### src/design/ulr_pkg.sv
package ulr_pkg;

   // ----------------------------------------------------------------
   // Receive timing, counted in device clocks
   // ----------------------------------------------------------------
   localparam int BIT_CLOCKS = 16;
   localparam int START_CHECK_HALF_PERIODS = 15;
   localparam int START_CHECK_CYCLES = START_CHECK_HALF_PERIODS / 2;
   localparam int MIN_DATA_BITS = 5;
   localparam int DATA_W = 8;

   // ----------------------------------------------------------------
   // Line format control register fields
   // ----------------------------------------------------------------
   localparam int CTL_TR = 7;
   localparam int CTL_BRK = 6;
   localparam int CTL_IE = 5;
   localparam int CTL_WL_HI = 4;
   localparam int CTL_WL_LO = 3;
   localparam int CTL_STOP = 2;
   localparam int CTL_EVEN = 1;
   localparam int CTL_POFF = 0;
   localparam logic [7:0] CTL_RESET = 8'h00;

   // ----------------------------------------------------------------
   // Status byte fields and other reset values
   // ----------------------------------------------------------------
   localparam int ST_TX_HOLDING_EMPTY = 7;
   localparam int ST_TX_SHIFTER_EMPTY = 6;
   localparam int ST_PSI = 5;
   localparam int ST_ES = 4;
   localparam int ST_FE = 3;
   localparam int ST_PE = 2;
   localparam int ST_OE = 1;
   localparam int ST_DA = 0;
   localparam logic [7:0] HOLD_RESET = 8'h00;

   // Receiver sequencer states
   typedef enum logic [1:0] {RX_IDLE, RX_START, RX_SHIFT} ulr_rx_state_t;

   // Number of data bits for a word length code
   function automatic logic [3:0] data_bits(input logic [1:0] wl);
      data_bits = 4'(MIN_DATA_BITS) + {2'h0, wl};
   endfunction

endpackage

### src/design/ulr_link_if.sv
`timescale 1ns/100ps
interface ulr_link_if;
   // Decoded bus events
   logic wr_ctrl;
   logic wr_data;
   logic rd_data;
   logic rd_stat;
   logic drive_en;
   logic [7:0] wdata;
   // Control register and break termination
   logic [7:0] ctrl;
   logic break_kill;

   modport dec_mp(output wr_ctrl, wr_data, rd_data, rd_stat, drive_en, wdata);
   modport ctrl_mp(input wr_ctrl, wdata, break_kill, output ctrl);
   modport core_mp(input wr_ctrl, wr_data, rd_data, rd_stat, drive_en, wdata, ctrl,
                   output break_kill);
endinterface

### src/design/ulr_bus_dec.sv
`timescale 1ns/100ps
module ulr_bus_dec (
   // Clock and reset
   input wire logic clock_i,
   input wire logic rst_n_i,
   input wire logic clk_en_i,
   // Processor bus pins
   input wire logic select_a_i,
   input wire logic select_b_n_i,
   input wire logic select_c_i,
   input wire logic rd_wr_i,
   input wire logic reg_select_i,
   input wire logic bus_timing_strobe_i,
   input wire logic [7:0] tx_bus_i,
   // Decoded events
   ulr_link_if.dec_mp lk
);
   logic strobe_q;
   logic wsel_q;
   logic reg_select_q;
   logic [7:0] wdata_q;
   wire sel = select_a_i & ~select_b_n_i & select_c_i;
   wire lead = bus_timing_strobe_i & ~strobe_q;
   wire trail = ~bus_timing_strobe_i & strobe_q;

   // Previous strobe level and write qualifiers held over the strobe
   always_ff @(posedge clock_i or negedge rst_n_i) begin
      if (!rst_n_i) begin
         strobe_q <= 1'b0;
         wsel_q <= 1'b0;
         reg_select_q <= 1'b0;
         wdata_q <= 8'h00;
      end else if (clk_en_i) begin
         strobe_q <= bus_timing_strobe_i;
         wsel_q <= sel & ~rd_wr_i;
         reg_select_q <= reg_select_i;
         wdata_q <= tx_bus_i;
      end
   end

   // Writes act on the strobe trailing edge, reads on its leading edge
   assign lk.drive_en = sel & rd_wr_i;
   assign lk.wr_ctrl = clk_en_i & trail & wsel_q & reg_select_q;
   assign lk.wr_data = clk_en_i & trail & wsel_q & ~reg_select_q;
   assign lk.rd_data = clk_en_i & lead & sel & rd_wr_i & ~reg_select_i;
   assign lk.rd_stat = clk_en_i & lead & sel & rd_wr_i & reg_select_i;
   assign lk.wdata = wdata_q;

   a_drive_read: assert property (@(posedge clock_i) disable iff (!rst_n_i)
      lk.drive_en |-> rd_wr_i && select_a_i && !select_b_n_i && select_c_i)
      else $error("bus driven without read selection");
endmodule

### src/design/ulr_ctrl_reg.sv
`timescale 1ns/100ps
module ulr_ctrl_reg (
   // Clock and reset
   input wire logic clock_i,
   input wire logic rst_n_i,
   input wire logic clk_en_i,
   // Write and control outputs
   ulr_link_if.ctrl_mp lk
);
   logic [7:0] ctrl_q;
   logic [7:0] ctrl_d;
   wire tr_write = lk.wdata[ulr_pkg::CTL_TR];

   // Request write only sets the request bit; break may be ended by hardware
   always_comb begin
      ctrl_d = ctrl_q;
      if (lk.break_kill) begin
         ctrl_d[ulr_pkg::CTL_BRK] = 1'b0;
      end
      if (lk.wr_ctrl && tr_write) begin
         ctrl_d[ulr_pkg::CTL_TR] = 1'b1;
      end else if (lk.wr_ctrl) begin
         ctrl_d = lk.wdata;
      end
   end

   // Control register
   always_ff @(posedge clock_i or negedge rst_n_i) begin
      if (!rst_n_i) begin
         ctrl_q <= ulr_pkg::CTL_RESET;
      end else if (clk_en_i) begin
         ctrl_q <= ctrl_d;
      end
   end

   assign lk.ctrl = ctrl_q;

   a_tr_keeps_fmt: assert property (@(posedge clock_i) disable iff (!rst_n_i)
      (clk_en_i && lk.wr_ctrl && tr_write && !lk.break_kill)
      |=> (ctrl_q[6:0] == $past(ctrl_q[6:0])) && ctrl_q[ulr_pkg::CTL_TR])
      else $error("control write with request bit changed format bits");
endmodule

### src/design/ulr_rx_top.sv
`timescale 1ns/100ps
// Operation
// - Start bit is confirmed only if input is still low 7 clocks after edge.
// - Data, parity and stop bits are sampled every sixteen clocks at centre.
// - At first stop bit centre the shifter is copied to the holding register.
// - Unused high bits of short characters read back as zero.
// - Loading while data-available is still set raises overrun.
// - Parity and framing flags become valid one clock after the load.
// - Data-available and interrupt outputs go low at that same point.
// - Bus drivers are enabled only when selected and read/write is high.
// - A read returns data when select is low and status when high.
// - The data read strobe clears data-available.
// - Parity inhibit disables checking, holds parity fault low, ignores even.
// - Even parity control selects even when set, odd when clear.
// - Length code picks 5 to 8 bits; stop select picks 1, 1.5 or 2 stops.
// - Interrupt enable gates every interrupt source.
// - Break holds serial out low until cleared, reset, clear-to-send rise or word.
// - Transmit request drives request-to-send low and arms holding-empty interrupt.
// - A control write with transmit request set leaves other bits unchanged.
// - Device clock is sixteen times the bit rate; all timing counts it.
// - Clear resets control, status and holding registers and sets serial out high.
// - Framing fault is set when the bit after data and parity is not high.
// - Select low: write transmit data, read receive data; high: control, status.
module ulr_rx_top #(
   parameter int BIT_CLOCKS = ulr_pkg::BIT_CLOCKS,
   parameter int START_CHECK_CYCLES = ulr_pkg::START_CHECK_CYCLES
) (
   // Clock, reset and enable
   input wire logic clock_i,
   input wire logic nrst_i,
   input wire logic clk_en_i,
   // Processor bus
   input wire logic select_a_i,
   input wire logic select_b_n_i,
   input wire logic select_c_i,
   input wire logic rd_wr_i,
   input wire logic reg_select_i,
   input wire logic bus_timing_strobe_i,
   input wire logic [7:0] tx_bus_i,
   output logic [7:0] rx_bus_o,
   output logic rx_bus_oe_o,
   // Serial line
   input wire logic serial_in_i,
   output logic serial_out_o,
   // Receive status pins and interrupt
   output logic rx_char_ready_n_o,
   output logic framing_fault_flag_o,
   output logic rx_error_o,
   output logic int_n_o,
   // Transmitter path
   input wire logic tx_serial_i,
   input wire logic tx_word_done_i,
   input wire logic tx_holding_empty_i,
   input wire logic tx_shifter_empty_i,
   output logic tx_load_o,
   output logic [7:0] tx_data_o,
   output logic [7:0] line_format_o,
   // Peripheral handshake
   output logic tx_request_n_o,
   input wire logic clear_to_send_n_i,
   input wire logic peer_status_edge_n_i,
   input wire logic ext_status_n_i
);
   localparam int CW = $clog2(BIT_CLOCKS);

   // ----------------------------------------------------------------
   // Parameter checks
   // ----------------------------------------------------------------
   if (BIT_CLOCKS < 4 || START_CHECK_CYCLES < 1 || START_CHECK_CYCLES >= BIT_CLOCKS) begin : g_chk
      $error("bit timing parameters out of range");
   end

   // ----------------------------------------------------------------
   // Reset release
   // ----------------------------------------------------------------
   logic rst_s1_q;
   logic rst_n_q;

   // Async assert, release through two flops
   always_ff @(posedge clock_i or negedge nrst_i) begin
      if (!nrst_i) begin
         rst_s1_q <= 1'b0;
         rst_n_q <= 1'b0;
      end else begin
         rst_s1_q <= 1'b1;
         rst_n_q <= rst_s1_q;
      end
   end

   // ----------------------------------------------------------------
   // Bus decode and control register
   // ----------------------------------------------------------------
   ulr_link_if lk ();

   ulr_bus_dec u_dec (
      .clock_i(clock_i),
      .rst_n_i(rst_n_q),
      .clk_en_i(clk_en_i),
      .select_a_i(select_a_i),
      .select_b_n_i(select_b_n_i),
      .select_c_i(select_c_i),
      .rd_wr_i(rd_wr_i),
      .reg_select_i(reg_select_i),
      .bus_timing_strobe_i(bus_timing_strobe_i),
      .tx_bus_i(tx_bus_i),
      .lk(lk.dec_mp)
   );

   ulr_ctrl_reg u_ctrl (
      .clock_i(clock_i),
      .rst_n_i(rst_n_q),
      .clk_en_i(clk_en_i),
      .lk(lk.ctrl_mp)
   );

   // Control fields
   wire [1:0] wl = lk.ctrl[ulr_pkg::CTL_WL_HI:ulr_pkg::CTL_WL_LO];
   wire poff = lk.ctrl[ulr_pkg::CTL_POFF];
   wire even = lk.ctrl[ulr_pkg::CTL_EVEN];
   wire ie = lk.ctrl[ulr_pkg::CTL_IE];
   wire brk = lk.ctrl[ulr_pkg::CTL_BRK];
   wire tr = lk.ctrl[ulr_pkg::CTL_TR];

   // ----------------------------------------------------------------
   // Receive sequencer
   // ----------------------------------------------------------------
   ulr_pkg::ulr_rx_state_t state_q;
   ulr_pkg::ulr_rx_state_t state_d;
   logic [CW-1:0] cnt_q;
   logic [3:0] idx_q;
   logic [7:0] shreg_q;
   logic par_q;
   logic sin_prev_q;

   // Frame shape from the length code and parity inhibit
   wire [3:0] dlen = ulr_pkg::data_bits(wl);
   wire [3:0] stop_idx = dlen + {3'h0, ~poff};
   wire fall = sin_prev_q & ~serial_in_i;
   wire chk_now = (state_q == ulr_pkg::RX_START) && (cnt_q == CW'(START_CHECK_CYCLES - 1));
   wire at_sample = (state_q == ulr_pkg::RX_SHIFT) && (cnt_q == CW'(BIT_CLOCKS - 1));
   wire stop_now = at_sample && (idx_q == stop_idx);
   wire data_now = at_sample && (idx_q < dlen);
   wire par_now = at_sample && (idx_q == dlen) && !poff;
   // Parity over data and received parity bit; odd selected when even is clear
   wire par_fault = ~poff & ((^shreg_q) ^ par_q ^ ~even);

   // Next state
   always_comb begin
      state_d = state_q;
      case (state_q)
         ulr_pkg::RX_IDLE: begin
            if (fall) begin
               state_d = ulr_pkg::RX_START;
            end
         end
         ulr_pkg::RX_START: begin
            if (chk_now && serial_in_i) begin
               state_d = ulr_pkg::RX_IDLE;
            end else if (chk_now) begin
               state_d = ulr_pkg::RX_SHIFT;
            end
         end
         ulr_pkg::RX_SHIFT: begin
            if (stop_now) begin
               state_d = ulr_pkg::RX_IDLE;
            end
         end
         default: begin
            state_d = ulr_pkg::RX_IDLE;
         end
      endcase
   end

   // State and tick counter, restarted at each phase change
   always_ff @(posedge clock_i or negedge rst_n_q) begin
      if (!rst_n_q) begin
         state_q <= ulr_pkg::RX_IDLE;
         cnt_q <= '0;
         sin_prev_q <= 1'b1;
      end else if (clk_en_i) begin
         state_q <= state_d;
         sin_prev_q <= serial_in_i;
         cnt_q <= (state_d != state_q || at_sample) ? '0 : cnt_q + 1'b1;
      end
   end

   // Shifter, cleared at start so unused high bits stay zero
   always_ff @(posedge clock_i or negedge rst_n_q) begin
      if (!rst_n_q) begin
         shreg_q <= 8'h00;
         idx_q <= 4'h0;
         par_q <= 1'b0;
      end else if (clk_en_i) begin
         if (chk_now) begin
            shreg_q <= 8'h00;
            idx_q <= 4'h0;
         end else if (at_sample) begin
            idx_q <= idx_q + 4'h1;
            if (data_now) begin
               shreg_q[idx_q[2:0]] <= serial_in_i;
            end
            if (par_now) begin
               par_q <= serial_in_i;
            end
         end
      end
   end

   // ----------------------------------------------------------------
   // Holding register and receive flags
   // ----------------------------------------------------------------
   logic [7:0] hold_q;
   logic ld_q;
   logic pe_stage_q;
   logic fe_stage_q;
   logic da_q;
   logic oe_q;
   logic pe_q;
   logic fe_q;

   // Load and overrun at the stop centre; parity, framing and data-available one clock later
   always_ff @(posedge clock_i or negedge rst_n_q) begin
      if (!rst_n_q) begin
         hold_q <= ulr_pkg::HOLD_RESET;
         ld_q <= 1'b0;
         pe_stage_q <= 1'b0;
         fe_stage_q <= 1'b0;
         oe_q <= 1'b0;
         pe_q <= 1'b0;
         fe_q <= 1'b0;
      end else if (clk_en_i) begin
         ld_q <= stop_now;
         if (stop_now) begin
            hold_q <= shreg_q;
            oe_q <= da_q;
            pe_stage_q <= par_fault;
            fe_stage_q <= ~serial_in_i;
         end
         if (ld_q) begin
            pe_q <= pe_stage_q;
            fe_q <= fe_stage_q;
         end
      end
   end

   // Data available: a new character wins over a clearing read
   always_ff @(posedge clock_i or negedge rst_n_q) begin
      if (!rst_n_q) begin
         da_q <= 1'b0;
      end else if (clk_en_i) begin
         if (ld_q) begin
            da_q <= 1'b1;
         end else if (lk.rd_data) begin
            da_q <= 1'b0;
         end
      end
   end

   // ----------------------------------------------------------------
   // Peripheral status flags
   // ----------------------------------------------------------------
   logic psi_prev_q;
   logic cts_prev_q;
   logic psi_q;
   logic cts_q;
   wire psi_fall = psi_prev_q & ~peer_status_edge_n_i;
   wire cts_rise = ~cts_prev_q & clear_to_send_n_i;
   wire tx_done = tx_holding_empty_i & tx_shifter_empty_i;

   // Edge flags cleared by a status read, set wins
   always_ff @(posedge clock_i or negedge rst_n_q) begin
      if (!rst_n_q) begin
         psi_prev_q <= 1'b1;
         cts_prev_q <= 1'b1;
         psi_q <= 1'b0;
         cts_q <= 1'b0;
      end else if (clk_en_i) begin
         psi_prev_q <= peer_status_edge_n_i;
         cts_prev_q <= clear_to_send_n_i;
         psi_q <= psi_fall | (psi_q & ~lk.rd_stat);
         cts_q <= (cts_rise & tx_done) | (cts_q & ~lk.rd_stat);
      end
   end

   // ----------------------------------------------------------------
   // Read path and interrupt
   // ----------------------------------------------------------------
   logic [7:0] rdata_q;
   wire [7:0] status = {tx_holding_empty_i, tx_shifter_empty_i, psi_q, ~ext_status_n_i,
                        fe_q, pe_q, oe_q, da_q};
   wire irq_any = da_q | (tr & tx_holding_empty_i) | tx_done | psi_q | cts_q;

   // Read mux registered toward the bus
   always_ff @(posedge clock_i or negedge rst_n_q) begin
      if (!rst_n_q) begin
         rdata_q <= 8'h00;
      end else if (clk_en_i) begin
         rdata_q <= reg_select_i ? status : hold_q;
      end
   end

   assign rx_bus_o = rdata_q;
   assign rx_bus_oe_o = lk.drive_en;
   assign rx_char_ready_n_o = ~da_q;
   assign int_n_o = ~(ie & irq_any);
   assign framing_fault_flag_o = fe_q;
   assign rx_error_o = pe_q | oe_q;

   // ----------------------------------------------------------------
   // Transmit side control
   // ----------------------------------------------------------------
   logic sout_q;
   logic [7:0] txd_q;

   // Break ends on clear-to-send rise or a transmitted word
   assign lk.break_kill = clk_en_i & (cts_rise | tx_word_done_i);

   // Serial out forced low in break, high under reset
   always_ff @(posedge clock_i or negedge rst_n_q) begin
      if (!rst_n_q) begin
         sout_q <= 1'b1;
         txd_q <= 8'h00;
      end else if (clk_en_i) begin
         sout_q <= brk ? 1'b0 : tx_serial_i;
         if (lk.wr_data) begin
            txd_q <= lk.wdata;
         end
      end
   end

   assign serial_out_o = sout_q;
   assign tx_data_o = txd_q;
   assign tx_load_o = lk.wr_data;
   assign line_format_o = lk.ctrl;
   assign tx_request_n_o = ~tr;

   // ----------------------------------------------------------------
   // Checks
   // ----------------------------------------------------------------
   a_start_reject: assert property (@(posedge clock_i) disable iff (!rst_n_q)
      (clk_en_i && chk_now && serial_in_i) |=> state_q == ulr_pkg::RX_IDLE)
      else $error("start edge high at check was not discarded");
   a_start_accept: assert property (@(posedge clock_i) disable iff (!rst_n_q)
      (clk_en_i && chk_now && !serial_in_i) |=> state_q == ulr_pkg::RX_SHIFT && cnt_q == '0)
      else $error("valid start bit not accepted");
   a_load_copy: assert property (@(posedge clock_i) disable iff (!rst_n_q)
      (clk_en_i && stop_now) |=> hold_q == $past(shreg_q) && ld_q)
      else $error("holding register not loaded at stop centre");
   a_zero_fill: assert property (@(posedge clock_i) disable iff (!rst_n_q)
      (ld_q && wl == 2'h0) |-> hold_q[7:5] == 3'h0)
      else $error("unused high bits not zero");
   a_overrun_set: assert property (@(posedge clock_i) disable iff (!rst_n_q)
      (clk_en_i && stop_now && da_q) |=> oe_q)
      else $error("overrun not flagged");
   a_da_after_load: assert property (@(posedge clock_i) disable iff (!rst_n_q)
      (clk_en_i && ld_q) |=> !rx_char_ready_n_o && (!ie || !int_n_o))
      else $error("data available or interrupt missing after load");
   a_da_clear: assert property (@(posedge clock_i) disable iff (!rst_n_q)
      (clk_en_i && lk.rd_data && !ld_q) |=> !da_q)
      else $error("data read did not clear data available");
   a_parity_off: assert property (@(posedge clock_i) disable iff (!rst_n_q)
      (clk_en_i && stop_now && poff) |=> ##1 !pe_q)
      else $error("parity fault with parity inhibited");
   a_irq_gate: assert property (@(posedge clock_i) disable iff (!rst_n_q)
      !ie |-> int_n_o)
      else $error("interrupt raised while disabled");
   a_break_low: assert property (@(posedge clock_i) disable iff (!rst_n_q)
      (clk_en_i && brk) |=> !serial_out_o)
      else $error("serial out not low in break");
   a_rts_req: assert property (@(posedge clock_i) disable iff (!rst_n_q)
      tr |-> !tx_request_n_o)
      else $error("request to send high with request bit set");
endmodule

### config.mk
export PLATFORM = sky130hd
export DESIGN_NAME = ulr_rx_top
export DESIGN_NICKNAME = d
export VERILOG_FILES = /design/src/design/ulr_pkg.sv /design/src/design/ulr_link_if.sv /design/src/design/ulr_bus_dec.sv /design/src/design/ulr_ctrl_reg.sv /design/src/design/ulr_rx_top.sv
export SDC_FILE = /design/constraint.sdc
export NUM_CORES = 1
export LEC_CHECK = 0
export BUFFER_PORTS_ARGS = -buffer_cell sky130_fd_sc_hd__buf_4
export CORE_MARGIN = 5
export CORE_UTILIZATION = 60
export CTS_BUF_LIST = sky130_fd_sc_hd__clkbuf_4 sky130_fd_sc_hd__clkbuf_8
export DETAILED_ROUTE_END_ITERATION = 6
export PLACE_DENSITY = 0.84
export REMOVE_ABC_BUFFERS = 1
export SETUP_SLACK_MARGIN = 0.2
export SLEW_MARGIN = 10
export SYNTH_ARGS = -nofsm -noshare
export SYNTH_HDL_FRONTEND = slang
export SYNTH_SLANG_ARGS = --single-unit
### constraint.sdc
create_clock -name clock_i -period 6.55 [get_ports clock_i]
set_input_delay 0.655 -clock clock_i [delete_from_list [all_inputs] [get_ports clock_i]]
set_output_delay 0.655 -clock clock_i [all_outputs]
set_load 0.005 [all_outputs]
# [Yosys cells after proc, flatten, opt, wreduce, memory -nomap -nowiden]
# Cells that the tools add are included.
[op_classes] add_sub_neg=4 magnitude_cmp=3 n_eq_ne=7 muxes=22 bitwise_logic=54 reduce_logical=26
[op_table] op="$mux 8" count=5
[op_table] op="$and 1x1->1" count=26
[op_table] op="$not 1->1" count=18
[op_table] op="$mux 4" count=3
[op_table] op="$reduce_and 2->1" count=6
[op_table] op="$logic_and 1x1->1" count=9
[op_table] op="$add 4x1->4 const B" count=2
[op_table] op="$bwmux 8" count=1
[op_table] op="$eq 4x4->1" count=2
[op_table] op="$mux 2" count=4
[op_table] op="$or 1x1->1" count=8
[op_table] op="$reduce_bool 2->1" count=4
[op_table] op="$reduce_xor 8->1" count=1
[op_table] op="$mux 7" count=1
[op_table] op="$mux 1" count=6
[op_table] op="$pmux 2 s3" count=1
[op_table] op="$reduce_and 3->1" count=2
[op_table] op="$add 3x2->4 const A" count=1
[op_table] op="$add 4x1->4" count=1
[op_table] op="$eq 4x3->1 const B" count=1
[op_table] op="$eq 4x4->1 const B" count=1
[op_table] op="$lt 3x4->1 const B" count=1
[op_table] op="$lt 4x4->1" count=1
[op_table] op="$reduce_and 4->1" count=1
[op_table] op="9 further kinds" count=10
[word_totals] register_bits=77 in_bits=25

# [Logic depth before layout (Yosys ltp)]
# Gate-level depths: netlist of run 1.
[depth] depth_word=9 mapped_depth=9 ltp_nobuf=8

# [By module]
# From an unflattened synthesis of run 1, not the netlist that was laid out.
[hier_totals] hier_cells=319 hier_area_um2=3756.1
[modules_own_cells] mod="ulr_rx_top" instances=1 cells_each=264 area_each_um2=2950.3
[modules_own_cells] mod="ulr_bus_dec" instances=1 cells_each=33 area_each_um2=469.2
[modules_own_cells] mod="ulr_ctrl_reg" instances=1 cells_each=22 area_each_um2=336.6

# [Least setup slack after synthesis of run 1]
# Ideal clock, no wire load.
[synth_path] path_type="flip-flop to flip-flop" start="register u_ctrl.ctrl_q[3], in the netlist u_ctrl.lk.ctrl[3]" end="register hold_q[4]" setup_ps=125 arrival_time_ps=2282 setup_slack_ps=4143 path_stages_with_launch=9 path_buffers=1 synth_period_minus_slack_ps=2407 cell_sequence="dfrtp_1 > inv_1 > ha_1 > fa_1 > or3b_1 > a211oi_2 > nand2_2 > buf_6 > mux2_4"
[synth_via] elab_chain_cells=5
[synth_lines] element="from (decl)" line="ulr_ctrl_reg.sv:10" source="logic [7:0] ctrl_q;"
[synth_lines] element="from (signal assigned)" line="ulr_ctrl_reg.sv:30" source="ctrl_q <= ulr_pkg::CTL_RESET;"
[synth_lines] element="from (signal assigned)" line="ulr_ctrl_reg.sv:32" source="ctrl_q <= ctrl_d;"
[synth_lines] element="$add 3x2->4" line="ulr_pkg.sv:43" source="data_bits = 4'(MIN_DATA_BITS) + {2'h0, wl};"
[synth_lines] element="$add 4x1->4" line="ulr_rx_top.sv:137" source="wire [3:0] stop_idx = dlen + {3'h0, ~poff};"
[synth_lines] element="$eq 4x4->1" line="ulr_rx_top.sv:141" source="wire stop_now = at_sample && (idx_q == stop_idx);"
[synth_lines] element="$logic_and 1x1->1" line="ulr_rx_top.sv:141"
[synth_lines] element="$reduce_and 2->1 (no source line)"
[synth_lines] element="to (signal assigned)" line="ulr_rx_top.sv:224" source="hold_q <= ulr_pkg::HOLD_RESET;"
[synth_lines] element="to (signal assigned)" line="ulr_rx_top.sv:234" source="hold_q <= shreg_q;"
[synth_lines] element="to (decl)" line="ulr_rx_top.sv:212" source="logic [7:0] hold_q;"
# No other way between the ends.
# A chain may end at the register's enable or synchronous reset.

# [Worst setup path after layout of run 1]
[layout_path] start="input clk_en_i" end="output tx_load_o"
[layout_via] elab_chain_cells=3
[layout_lines] element="from (decl)" line="ulr_rx_top.sv:31" source="input wire logic clk_en_i,"
[layout_lines] element="$and 1x1->1 (3 in series)" line="ulr_bus_dec.sv:44" source="assign lk.wr_data = clk_en_i & trail & wsel_q & ~reg_select_q;"
[layout_lines] element="to (decl)" line="ulr_rx_top.sv:55" source="output logic tx_load_o,"
# No other way between the ends.

==> metrics.md, run 1 <==
| Metric | Value |
|---|---|
| Power per cell area | `240 mW/mm^2` |
| Adder-cell share of the synthesized area | `0.0366` |
| Worst flop-to-flop path endpoint | `hold_q[5]` |
| Length of routed met3 wiring | `370 microns` |
| Xor and xnor area share after synthesis | `0.0290` |
| CTS tree | `yes` |
| Placement row count | `28` |
| Buf+Inv Stages, Crit Path | `2` |
| Worst hold path class | `in -> async` |
| Drt total wl | `7320 microns` |
| Post-synthesis area per instance | `11.5 sq um` |
| Proportion of layout cells with a drive suffix above 1 | `0.324` |
| Tightest Pin Transition | `0.829 ns` |
| Total iterations of the first detailed-routing run | `5` |
| CTS H-tree depth | `3` |
| Detailed placer's ending HPWL | `5250 microns` |
| Number of instances resized during post-cts repair | `0` |
| Width of the chip | `87.7 microns` |
| Leakage Power | `roughly 2.1 nW` |
| Netlist area before placement | `0.00362 sq mm` |
| Worst Path Required | `5.89 ns` |
| Flip-flop cell with the highest count after synthesis | `dfrtp_1` |
| Clock transition at the register clock pins on the worst setup and hold paths after CTS | `0.08 ns` |
| Max-Slew Margin vs Limit | `0.447` |
| Share of the yosys chip area belonging to registers | `0.534` |
| Drt wl/cell | `16.3 microns` |
| Result of the run | `completed` |
| Clk_lat worst skew | `0.35 ns` |
| Synth Area in Compound Gates | `0.0833` |
| Leading cell types in the layout, fill and taps excluded | `dfrtp_1 (72), buf_4 (58), mux2_2 (33)` |
| Final count of negative-setup-slack endpoints | `0` |
| Antenna Nets Post-Route | `0` |
| Overall overflow remaining after global route | `0` |
| Die Footprint | `around 0.0077 sq mm` |
| # port buffers | `56` |
| Post CTS Setup Buffer Count | `0` |
| Diodes inserted | `0` |
| Highest clock frequency the design can meet | `348 MHz` |
| Final estimated routing congestion in global placement | `between 0.7 and 0.8` |
| # clock sinks | `77` |
| Via count of the first global-routing pass | `2508` |
| Highest routed metal layer | `met4` |
| Core area | `between 0.005 and 0.006 sq mm` |
| Number of antenna violations at the first check in global routing | `0` |
| Register-to-register setup slack | `roughly 4.0 ns` |
| Count of routing violations after the opening detailed-route iteration | `approximately 100` |
| First-pass GRT wire length | `12100 microns` |
| Largest incremental delay on the critical path | `between 0.6 and 0.7 ns` |
| Clock Root Buffer | `clkbuf_8` |
| Largest family of logic cells by synthesized area | `multiplexers` |
| DRC | `0` |
| Area share of and/or/nand/nor cells after synthesis | `0.124` |
| Worst reg2reg path depth | `7` |
| Kind of cell adding the most delay to the critical path | `simple AND/OR/NAND/NOR gates` |
| Number of placed cells counting well taps | `433` |
| Final Hold Vio Count | `0` |
| Largest fanout of any net on the critical path | `49` |
| Met1 Wirelength | `3210 microns` |
| CP startpoint kind | `input port` |
| Synth warn | `0` |
| Gate Count Post-Synth | `314` |
| Worst path cell trace | `buf_4 > nand4b_1 > nor2_1 > buf_4` |
| Number of hold-repair buffers added at the cts stage | `0` |
| Flip-flop and latch count after synthesis | `between 70 and 80` |
| Portion of netlist area occupied by mux cells | `0.159` |
| Critical path capture point type | `primary output` |
| Share of flip-flops with an asynchronous set or reset after synthesis | `1.00` |
| CP most frequent cell | `buf_4` |
| Cell type of the slowest stage on the worst timing path | `nor2_1` |
| Max Cap Viol | `0` |
| Commonest non-fill, non-tap cell in the layout | `dfrtp_1` |
| Cts bufs inserted | `9` |
| Worst endpoint data arrival time | `2.22 ns` |
| Final net count | `404` |
| Final period utilization | `0.439` |
| Final clock skew | `roughly 0.011 ns` |
| FF-to-FF Start | `u_ctrl.lk.ctrl[3]` |
| Pins over their slew limit | `0` |
| Setup CP Type | `in -> out` |
| Count of non-filler cells in the finished layout | `449` |
| Number of enable flip-flop cells after synthesis | `0` |
| Setup repair after global routing missed its margin | `false` |
| Met2 routed wirelength | `3610 microns` |
| Peak VDD IR | `0.173 mV` |
| Setup TNS | `0 ns` |
| Number of different library cells in the post-synthesis netlist | `51` |
| Final period demand of the worst path | `2.87 ns` |
| Pin count of the biggest net entering global routing | `68` |
| Vias after detailed routing | `roughly 2600` |
| Floorplan die height | `87.7 microns` |
| Area growth, synth to finish | `17.7%` |
| Global-route usage over all layers | `0.205` |
| Initial core utilization | `0.615` |
| Avg Vias per Cell | `5.70` |
| Top-level I/O count | `57` |
| Worst-case clock buffer depth | `2` |
## worst max-delay path by stage
| stage | from | cells after the start | slack, ns | endpoint |
|---|---|---|---|---|
| after floorplan | u_ctrl.lk.ctrl[3] | 7 | 4.18 | hold_q[4] |
| after global placement | clk_en_i | 4 | 3.77 | tx_load_o |
| after detailed placement | clk_en_i | 4 | 3.66 | tx_load_o |
| after CTS | clk_en_i | 4 | 3.66 | tx_load_o |
| after global routing | clk_en_i | 4 | 3.57 | tx_load_o |
| final | clk_en_i | 4 | 3.68 | tx_load_o |
## logic make-up (layout without fill, tap and decap cells)
kind of cell	Yosys count	after routing
other cells	1	1
mux	52	52
flops	77	77
buf+inv	27	87
fa+ha+maj	10	10
simple gates	88	88
compound gates	47	47
xor+xnor	12	12
## flip-flops by register name, indices dropped and copies added (netlist names), 2 cells and up
name / count
rx_bus_o: 8
cnt_q: 4
tx_data_o: 8
state_q: 2
shreg_q: 8
u_ctrl.lk.ctrl: 8
hold_q: 8
idx_q: 4
u_dec.lk.wdata: 8
## report_power, final
part	internal (mW)	switching [mW]	leakage, nW
sequential	0.515	0.0358	0.985
combinational	0.0774	0.0665	0.991
clock	0.153	0.174	0.0854
total	0.745	0.277	2.06
## routing by layer
metal / up-vias / global-route usage
li1: 1212 / -
met3: 13 / 0.0602
met4: 0 / 0.0628
met2: 74 / 0.324
met5: - / 0
met1: 1261 / 0.274
## synth_stat cells (2+ instances only)
| master | count | share of area |
|---|---|---|
| dfrtp_1 | 73 | 0.50 |
| mux2_2 | 33 | 0.10 |
| nand2_1 | 30 | 0.031 |
| mux2i_1 | 16 | 0.044 |
| nor2_1 | 16 | 0.017 |
| o21ai_0 | 15 | 0.021 |
| a21oi_1 | 14 | 0.019 |
| inv_1 | 12 | 0.012 |
| ha_1 | 9 | 0.031 |
| xnor2_1 | 9 | 0.022 |
| clkbuf_1 | 7 | 0.0073 |
| nor3_1 | 7 | 0.0097 |
| nor4_1 | 6 | 0.010 |
| and3b_1 | 4 | 0.0097 |
| dfstp_2 | 4 | 0.029 |
| nand2b_1 | 4 | 0.0069 |
| a22o_1 | 3 | 0.0073 |
| buf_1 | 3 | 0.0031 |
| mux2_4 | 3 | 0.012 |
| nand4_1 | 3 | 0.0052 |
| o2bb2ai_1 | 3 | 0.0073 |
| xor2_1 | 3 | 0.0073 |
| and3_1 | 2 | 0.0035 |
| buf_6 | 2 | 0.0062 |
| nand2_2 | 2 | 0.0035 |
| nand3b_1 | 2 | 0.0041 |
| nor2b_1 | 2 | 0.0035 |
| o31ai_1 | 2 | 0.0041 |
| or2_2 | 2 | 0.0035 |
| or3_1 | 2 | 0.0035 |
## per-stage QoR
stage,total power [mW],worst slack (ns),hold slack (ns),instance area [sq um],util
2_1_floorplan,0.635,4.18,0.331,3550,-
3_3_place_gp,0.697,3.77,0.105,4080,0.693
3_5_place_dp,0.706,3.66,0.111,4080,0.693
4_1_cts,1.03,3.66,0.0563,4260,0.724
5_1_grt,1.07,3.57,0.0367,4260,0.724
6_report,1.02,3.68,0.0692,4260,0.724
## area by class of cell
type / instances / area (sq um)
clock buffer: 11 / 145
fill: 432 / 1630
sequential: 77 / 1930
timing repair buffer: 58 / 435
clock inverter: 5 / 36.3
tap: 75 / 93.8
inverter: 13 / 48.8
multi-input combinational: 210 / 1570
Power figures use the tool's default switching activity.
==> run 2, diff against run 1 <==
--- a/config.mk
+++ b/config.mk
@@ -7,10 +7,10 @@
 export LEC_CHECK = 0
 export BUFFER_PORTS_ARGS = -buffer_cell sky130_fd_sc_hd__buf_4
 export CORE_MARGIN = 5
-export CORE_UTILIZATION = 60
+export CORE_UTILIZATION = 59
 export CTS_BUF_LIST = sky130_fd_sc_hd__clkbuf_4 sky130_fd_sc_hd__clkbuf_8
 export DETAILED_ROUTE_END_ITERATION = 6
-export PLACE_DENSITY = 0.84
+export PLACE_DENSITY = 0.83
 export REMOVE_ABC_BUFFERS = 1
 export SETUP_SLACK_MARGIN = 0.2
 export SLEW_MARGIN = 10
==> constraint.sdc (replaced) <==
create_clock -name clock_i -period 2.95 [get_ports clock_i]
set_input_delay 0.295 -clock clock_i [delete_from_list [all_inputs] [get_ports clock_i]]
set_output_delay 0.295 -clock clock_i [all_outputs]
set_load 0.005 [all_outputs]
==> metrics.md, run 2 (synthesis gave the netlist of run 1 again) <==
| Metric | Value |
|---|---|
| Final count of negative-setup-slack endpoints | `0` |
| Drt total wl | `7790 microns` |
| Max Cap Viol | `0` |
| Leakage Power | `2.11 nW` |
| Largest incremental delay on the critical path | `approximately 0.45 ns` |
| Buf+Inv Stages, Crit Path | `1` |
| Top-level I/O count | `57` |
| Met1 track utilization from global routing | `0.289` |
| Placement-stage worst setup slack | `0.416 ns` |
| Sum of internal, switching and leakage power | `2.47 mW` |
| First-pass GRT wire length | `between 10000 and 15000 microns` |
| Vias after detailed routing | `2606` |
| Antenna Nets Post-Route | `0` |
| Worst flop-to-flop path endpoint | `hold_q[5]` |
| Total area of multi-input combinational cells | `0.00157 sq mm` |
| Initial core utilization | `0.608` |
| Area of placed instances | `0.00409 sq mm` |
| Power per cell area | `about 570 mW/mm^2` |
| Final estimated routing congestion in global placement | `around 0.82` |
| Hold path depth | `2` |
| DRC | `0` |
| Worst hold path class | `in -> reg` |
| Commonest non-fill, non-tap cell in the layout | `dfrtp_1` |
| Leading cell types in the layout, fill and taps excluded | `dfrtp_1 (72), buf_4 (60), mux2_2 (33)` |
| Fin util | `0.729` |
| Source of the worst hold timing path | `tx_bus_i[2]` |
| Setup CP Type | `reg -> reg` |
| # port buffers | `56` |
| CTS H-tree depth | `3` |
| Total iterations of the first detailed-routing run | `5` |
| Pins over their slew limit | `0` |
| Setup TNS | `0 ns` |
| Post CTS Setup Buffer Count | `0` |
| Most crowded layer after global routing | `met2` |
| GR Util met3 | `0.0549` |
| Worst reg2reg path depth | `7` |
| Clk_lat worst skew | `0.34 ns` |
| Floorplan die height | `approximately 90 microns` |
| Result of the run | `completed` |
| Clock transition at the register clock pins on the worst setup and hold paths after CTS | `0.08 ns` |
| Final Hold Vio Count | `0` |
| Global-route usage over all layers | `0.219` |
| Die Footprint | `0.00780 sq mm` |
| Worst Path Required | `3.17 ns` |
| Final period utilization | `0.871` |
| Drt wl/cell | `17.2 microns` |
| Detailed placer's ending HPWL | `5550 microns` |
| Placement row count | `28` |
| Layout Cell Area excl Fill | `approximately 0.0043 sq mm` |
| Pin count of the biggest net entering global routing | `45` |
| CP startpoint kind | `flip-flop` |
| Count of routing violations after the opening detailed-route iteration | `104` |
| Final clock skew | `0.0108 ns` |
| Cell type of the slowest stage on the worst timing path | `dfrtp_1` |
| Max-Slew Margin vs Limit | `0.378` |
| Proportion of layout cells with a drive suffix above 1 | `0.326` |
| Worst hold slack across all endpoints | `0.177 ns` |
| Via count of the first global-routing pass | `2628` |
| Worst endpoint data arrival time | `2.79 ns` |
| Diodes inserted | `0` |
| Number of antenna violations at the first check in global routing | `0` |
| Critical path capture point type | `flip-flop` |
| Storage cell area | `between 0.0015 and 0.002 sq mm` |
| Peak VDD IR | `0.456 mV` |
| Largest fanout of any net on the critical path | `15` |
| Kind of cell adding the most delay to the critical path | `simple AND/OR/NAND/NOR gates` |
| Met2 layer usage reported by global route | `0.357` |
| Area growth, synth to finish | `19.8%` |
| Final period demand of the worst path | `2.57 ns` |
| Clock Root Buffer | `clkbuf_8` |
| Hold Crit Endpoint | `u_dec.lk.wdata[2]` |
| Width of the chip | `88.3 microns` |
| Highest clock frequency the design can meet | `roughly 390 MHz` |
| Number of placed cells counting well taps | `435` |
| Register-to-register setup slack | `0.38 ns` |
| Avg Vias per Cell | `5.77` |
| Tightest Pin Transition | `0.933 ns` |
| Core area | `just under 0.006 sq mm` |
| CTS tree | `yes` |
| Setup repair after global routing missed its margin | `false` |
| Filler cells | `about 440` |
| Overall overflow remaining after global route | `0` |
| Worst-case clock buffer depth | `2` |
| Cts bufs inserted | `9` |
| Min setup slack post-route | `around 0.38 ns` |
| Final net count | `407` |
| # clock sinks | `77` |
| FF-to-FF Start | `u_ctrl.lk.ctrl[3]` |
| Count of non-filler cells in the finished layout | `approximately 450` |
| Worst path cell trace | `inv_1 > ha_1 > fa_1 > or3b_1 > a211oi_2 > nand2_2 > mux2_4` |
[run 2: worst register-to-register path, delay by kind of cell (launching register included)]
family,cells,cell delay [ns]
flops,1,0.45
mux,1,0.36
simple gates,2,0.66
buf+inv,1,0.12
compound gates,1,0.29
fa+ha+maj,2,0.59
[run 2: area by class of cell]
cell class / count / area share
sequential: 77 / 0.446
multi-input combinational: 210 / 0.361
timing repair buffer: 61 / 0.106
clock buffer: 13 / 0.0384
tap: 75 / 0.0216
clock inverter: 3 / 0.0159
inverter: 13 / 0.0112
[run 2: what timing repair did]
| item | 4_1_cts | 5_1_grt |
|---|---|---|
| hold buffers | 1 | 0 |
| endpoints found under the hold margin | 2 | 0 |
| gates resized for setup | 0 | 0 |
[run 2: worst max-delay path by stage]
| stage | cells past startpoint | slack [ns] | from | endpoint |
|---|---|---|---|---|
| after CTS | 7 | 0.38 | u_ctrl.lk.ctrl[3] | hold_q[5] |
| after floorplan | 7 | 0.58 | u_ctrl.lk.ctrl[3] | hold_q[4] |
| final | 7 | 0.38 | u_ctrl.lk.ctrl[3] | hold_q[5] |
| after detailed placement | 7 | 0.42 | u_ctrl.lk.ctrl[3] | hold_q[4] |
| after global placement | 7 | 0.47 | u_ctrl.lk.ctrl[3] | hold_q[5] |
| after global routing | 7 | 0.28 | u_ctrl.lk.ctrl[3] | hold_q[5] |
[run 2: per-layer routing]
layer / share of wire / vias to the layer above
li1: - / 1222
met1: 0.44 / 1290
met2: 0.48 / 85
met3: 0.060 / 9
met4: 0.012 / 0
met5: 0 / -
[run 2: where the power goes]
group          internal, mW  switching (mW)
clock                 0.544           0.374
sequential             1.14          0.0868
combinational         0.175           0.148
==> run 3, diff against run 2 <==
--- a/config.mk
+++ b/config.mk
@@ -9,6 +9,7 @@
 export CORE_MARGIN = 5
 export CORE_UTILIZATION = 59
 export CTS_BUF_LIST = sky130_fd_sc_hd__clkbuf_4 sky130_fd_sc_hd__clkbuf_8
+export CTS_CLUSTER_DIAMETER = 80
 export DETAILED_ROUTE_END_ITERATION = 6
 export PLACE_DENSITY = 0.83
 export REMOVE_ABC_BUFFERS = 1
==> constraint.sdc (replaced) <==
create_clock -name clock_i -period 2.85 [get_ports clock_i]
set_input_delay 0.285 -clock clock_i [delete_from_list [all_inputs] [get_ports clock_i]]
set_output_delay 0.285 -clock clock_i [all_outputs]
set_load 0.005 [all_outputs]
==> metrics.md, run 3 (synthesis gave the netlist of run 1 again) <==
| Metric | Value |
|---|---|
| Result of the run | `completed` |
| Placement-stage worst setup slack | `about 0.31 ns` |
| Length of routed met3 wiring | `404 microns` |
| CP startpoint kind | `flip-flop` |
| Source of the worst hold timing path | `peer_status_edge_n_i` |
| Highest clock frequency the design can meet | `398 MHz` |
| Cell type of the slowest stage on the worst timing path | `dfrtp_1` |
| Max Cap Viol | `0` |
| Setup CP Type | `reg -> reg` |
| Diodes inserted | `0` |
| Final count of negative-setup-slack endpoints | `0` |
| Leakage Power | `between 2 and 2.5 nW` |
| CTS tree | `yes` |
| Worst Path Required | `between 3 and 4 ns` |
| Largest fanout of any net on the critical path | `15` |
| Setup repair after global routing missed its margin | `false` |
| Area growth, synth to finish | `20.3%` |
| Total iterations of the first detailed-routing run | `4` |
| Final clock skew | `about 0.008 ns` |
| Floorplan die height | `roughly 88 microns` |
| Met2 routed wirelength | `roughly 3600 microns` |
| Hold path depth | `2` |
| Vias after detailed routing | `2519` |
| Commonest non-fill, non-tap cell in the layout | `dfrtp_1` |
| Core area | `0.00596 sq mm` |
| Via count of the first global-routing pass | `roughly 2600` |
| Final estimated routing congestion in global placement | `0.827` |
| Worst hold path class | `in -> reg` |
| Pin count of the biggest net entering global routing | `59` |
| Final net count | `407` |
| CTS H-tree depth | `3` |
| Clock transition at the register clock pins on the worst setup and hold paths after CTS | `0.07 ns` |
| Cts bufs inserted | `9` |
| Final Hold Vio Count | `0` |
| Width of the chip | `88.3 microns` |
| Overall overflow remaining after global route | `0` |
| First-pass GRT wire length | `12300 microns` |
| Highest routed metal layer | `met4` |
| Final period demand of the worst path | `2.51 ns` |
| Hold Crit Endpoint | `psi_q` |
| Pins over their slew limit | `0` |
| Max-Slew Margin vs Limit | `0.609` |
| Tightest Pin Transition | `0.582 ns` |
| Drt total wl | `7330 microns` |
| Top-level I/O count | `57` |
| Register-to-register setup slack | `0.34 ns` |
| Number of antenna violations at the first check in global routing | `0` |
| Setup TNS | `0 ns` |
| # port buffers | `56` |
| DRC | `0` |
| Worst path cell trace | `inv_1 > ha_1 > fa_1 > or3b_1 > a211oi_2 > nand2_4 > mux2_4` |
| Clk_lat worst skew | `roughly 0.34 ns` |
| Final period utilization | `0.881` |
| FF-to-FF Start | `u_ctrl.lk.ctrl[3]` |
| Post CTS Setup Buffer Count | `0` |
| Count of routing violations after the opening detailed-route iteration | `72` |
| Initial core utilization | `0.608` |
| Critical path capture point type | `flip-flop` |
| Peak VDD IR | `between 0.4 and 0.5 mV` |
| Worst-case clock buffer depth | `2` |
| Clock Root Buffer | `clkbuf_8` |
| Min setup slack post-route | `0.340 ns` |
| Detailed placer's ending HPWL | `5390 microns` |
| Antenna Nets Post-Route | `0` |
| Global-route usage over all layers | `0.206` |
| Met1 Wirelength | `3240 microns` |
| # clock sinks | `77` |
| Power per cell area | `around 580 mW/mm^2` |
| Avg Vias per Cell | `5.57` |
| Drt wl/cell | `around 16 microns` |
| Leading cell types in the layout, fill and taps excluded | `dfrtp_1 (72), buf_4 (59), mux2_2 (33)` |
| Worst flop-to-flop path endpoint | `hold_q[5]` |
| Worst endpoint data arrival time | `2.73 ns` |
| Filler cells | `428` |
| Largest incremental delay on the critical path | `0.44 ns` |
| Worst reg2reg path depth | `7` |
| Die Footprint | `slightly below 0.008 sq mm` |
| Proportion of layout cells with a drive suffix above 1 | `0.326` |
| Placement row count | `28` |
-- run 3: cell count changes in the layout (fill, tap and decap cells not counted), sizes merged --
cell,previous run,this run
clkinv,2,1
clkinvlp,0,1
-- run 3: worst max-delay path by stage --
stage / startpoint / endpoint / slack, ns / depth (start not counted)
floorplan: u_ctrl.lk.ctrl[3] / hold_q[4] / 0.48 / 7
global placement: u_ctrl.lk.ctrl[3] / hold_q[4] / 0.37 / 7
detailed placement: u_ctrl.lk.ctrl[3] / hold_q[5] / 0.31 / 7
CTS: u_ctrl.lk.ctrl[3] / hold_q[5] / 0.27 / 7
global route: u_ctrl.lk.ctrl[3] / hold_q[5] / 0.21 / 7
finish: u_ctrl.lk.ctrl[3] / hold_q[5] / 0.34 / 7
-- run 3: layout make-up --
type / count / area [sq um] / share of cell area
clock buffers: 13 / 166 / 0.0382
well taps: 75 / 93.8 / 0.0215
clock inverters: 3 / 67.6 / 0.0155
flip-flops and latches: 77 / 1930 / 0.444
inverters: 13 / 48.8 / 0.0112
multi-input cells: 210 / 1570 / 0.361
repair buffers: 61 / 473 / 0.109
-- run 3: routing by layer --
layer  up-vias  track usage
met5         -            0
met4         0       0.0632
met3        13       0.0521
met2        63        0.326
met1      1215        0.284
li1       1228            -
-- run 3: stage by stage --
stage          instances   util  total power [mW]  hold slack [ns]  instance area (sq um)
2_1_floorplan        300      -              1.46          -0.0106                   3550
3_3_place_gp         435  0.689              1.60           0.0685                   4110
3_5_place_dp         435  0.689              1.63           0.0708                   4110
4_1_cts              452  0.730              2.57            0.136                   4350
5_1_grt              452  0.731              2.67            0.133                   4360
6_report             452  0.731              2.55            0.147                   4360
-- run 3: critical path: cells and delay by family, from the launching register on --
family                     cells  cell delay (ns)
and+or+nand+nor                2             0.59
adders and majority gates      2             0.59
DFF                            1             0.44
AOI/OAI and AO/OA              1             0.33
muxes                          1             0.33
buffers and inverters          1             0.11
-- run 3: repair_timing --
item / CTS / global route
gates resized for setup: 0 / 1
setup endpoints to repair: 0 / 8
hold buffers: 1 / 0
endpoints found under the hold margin: 2 / 0
-- run 3: report_power, final --
part | internal [mW] | switching [mW]
Sequential | 1.18 | 0.0801
Combinational | 0.183 | 0.156
Clock | 0.561 | 0.380
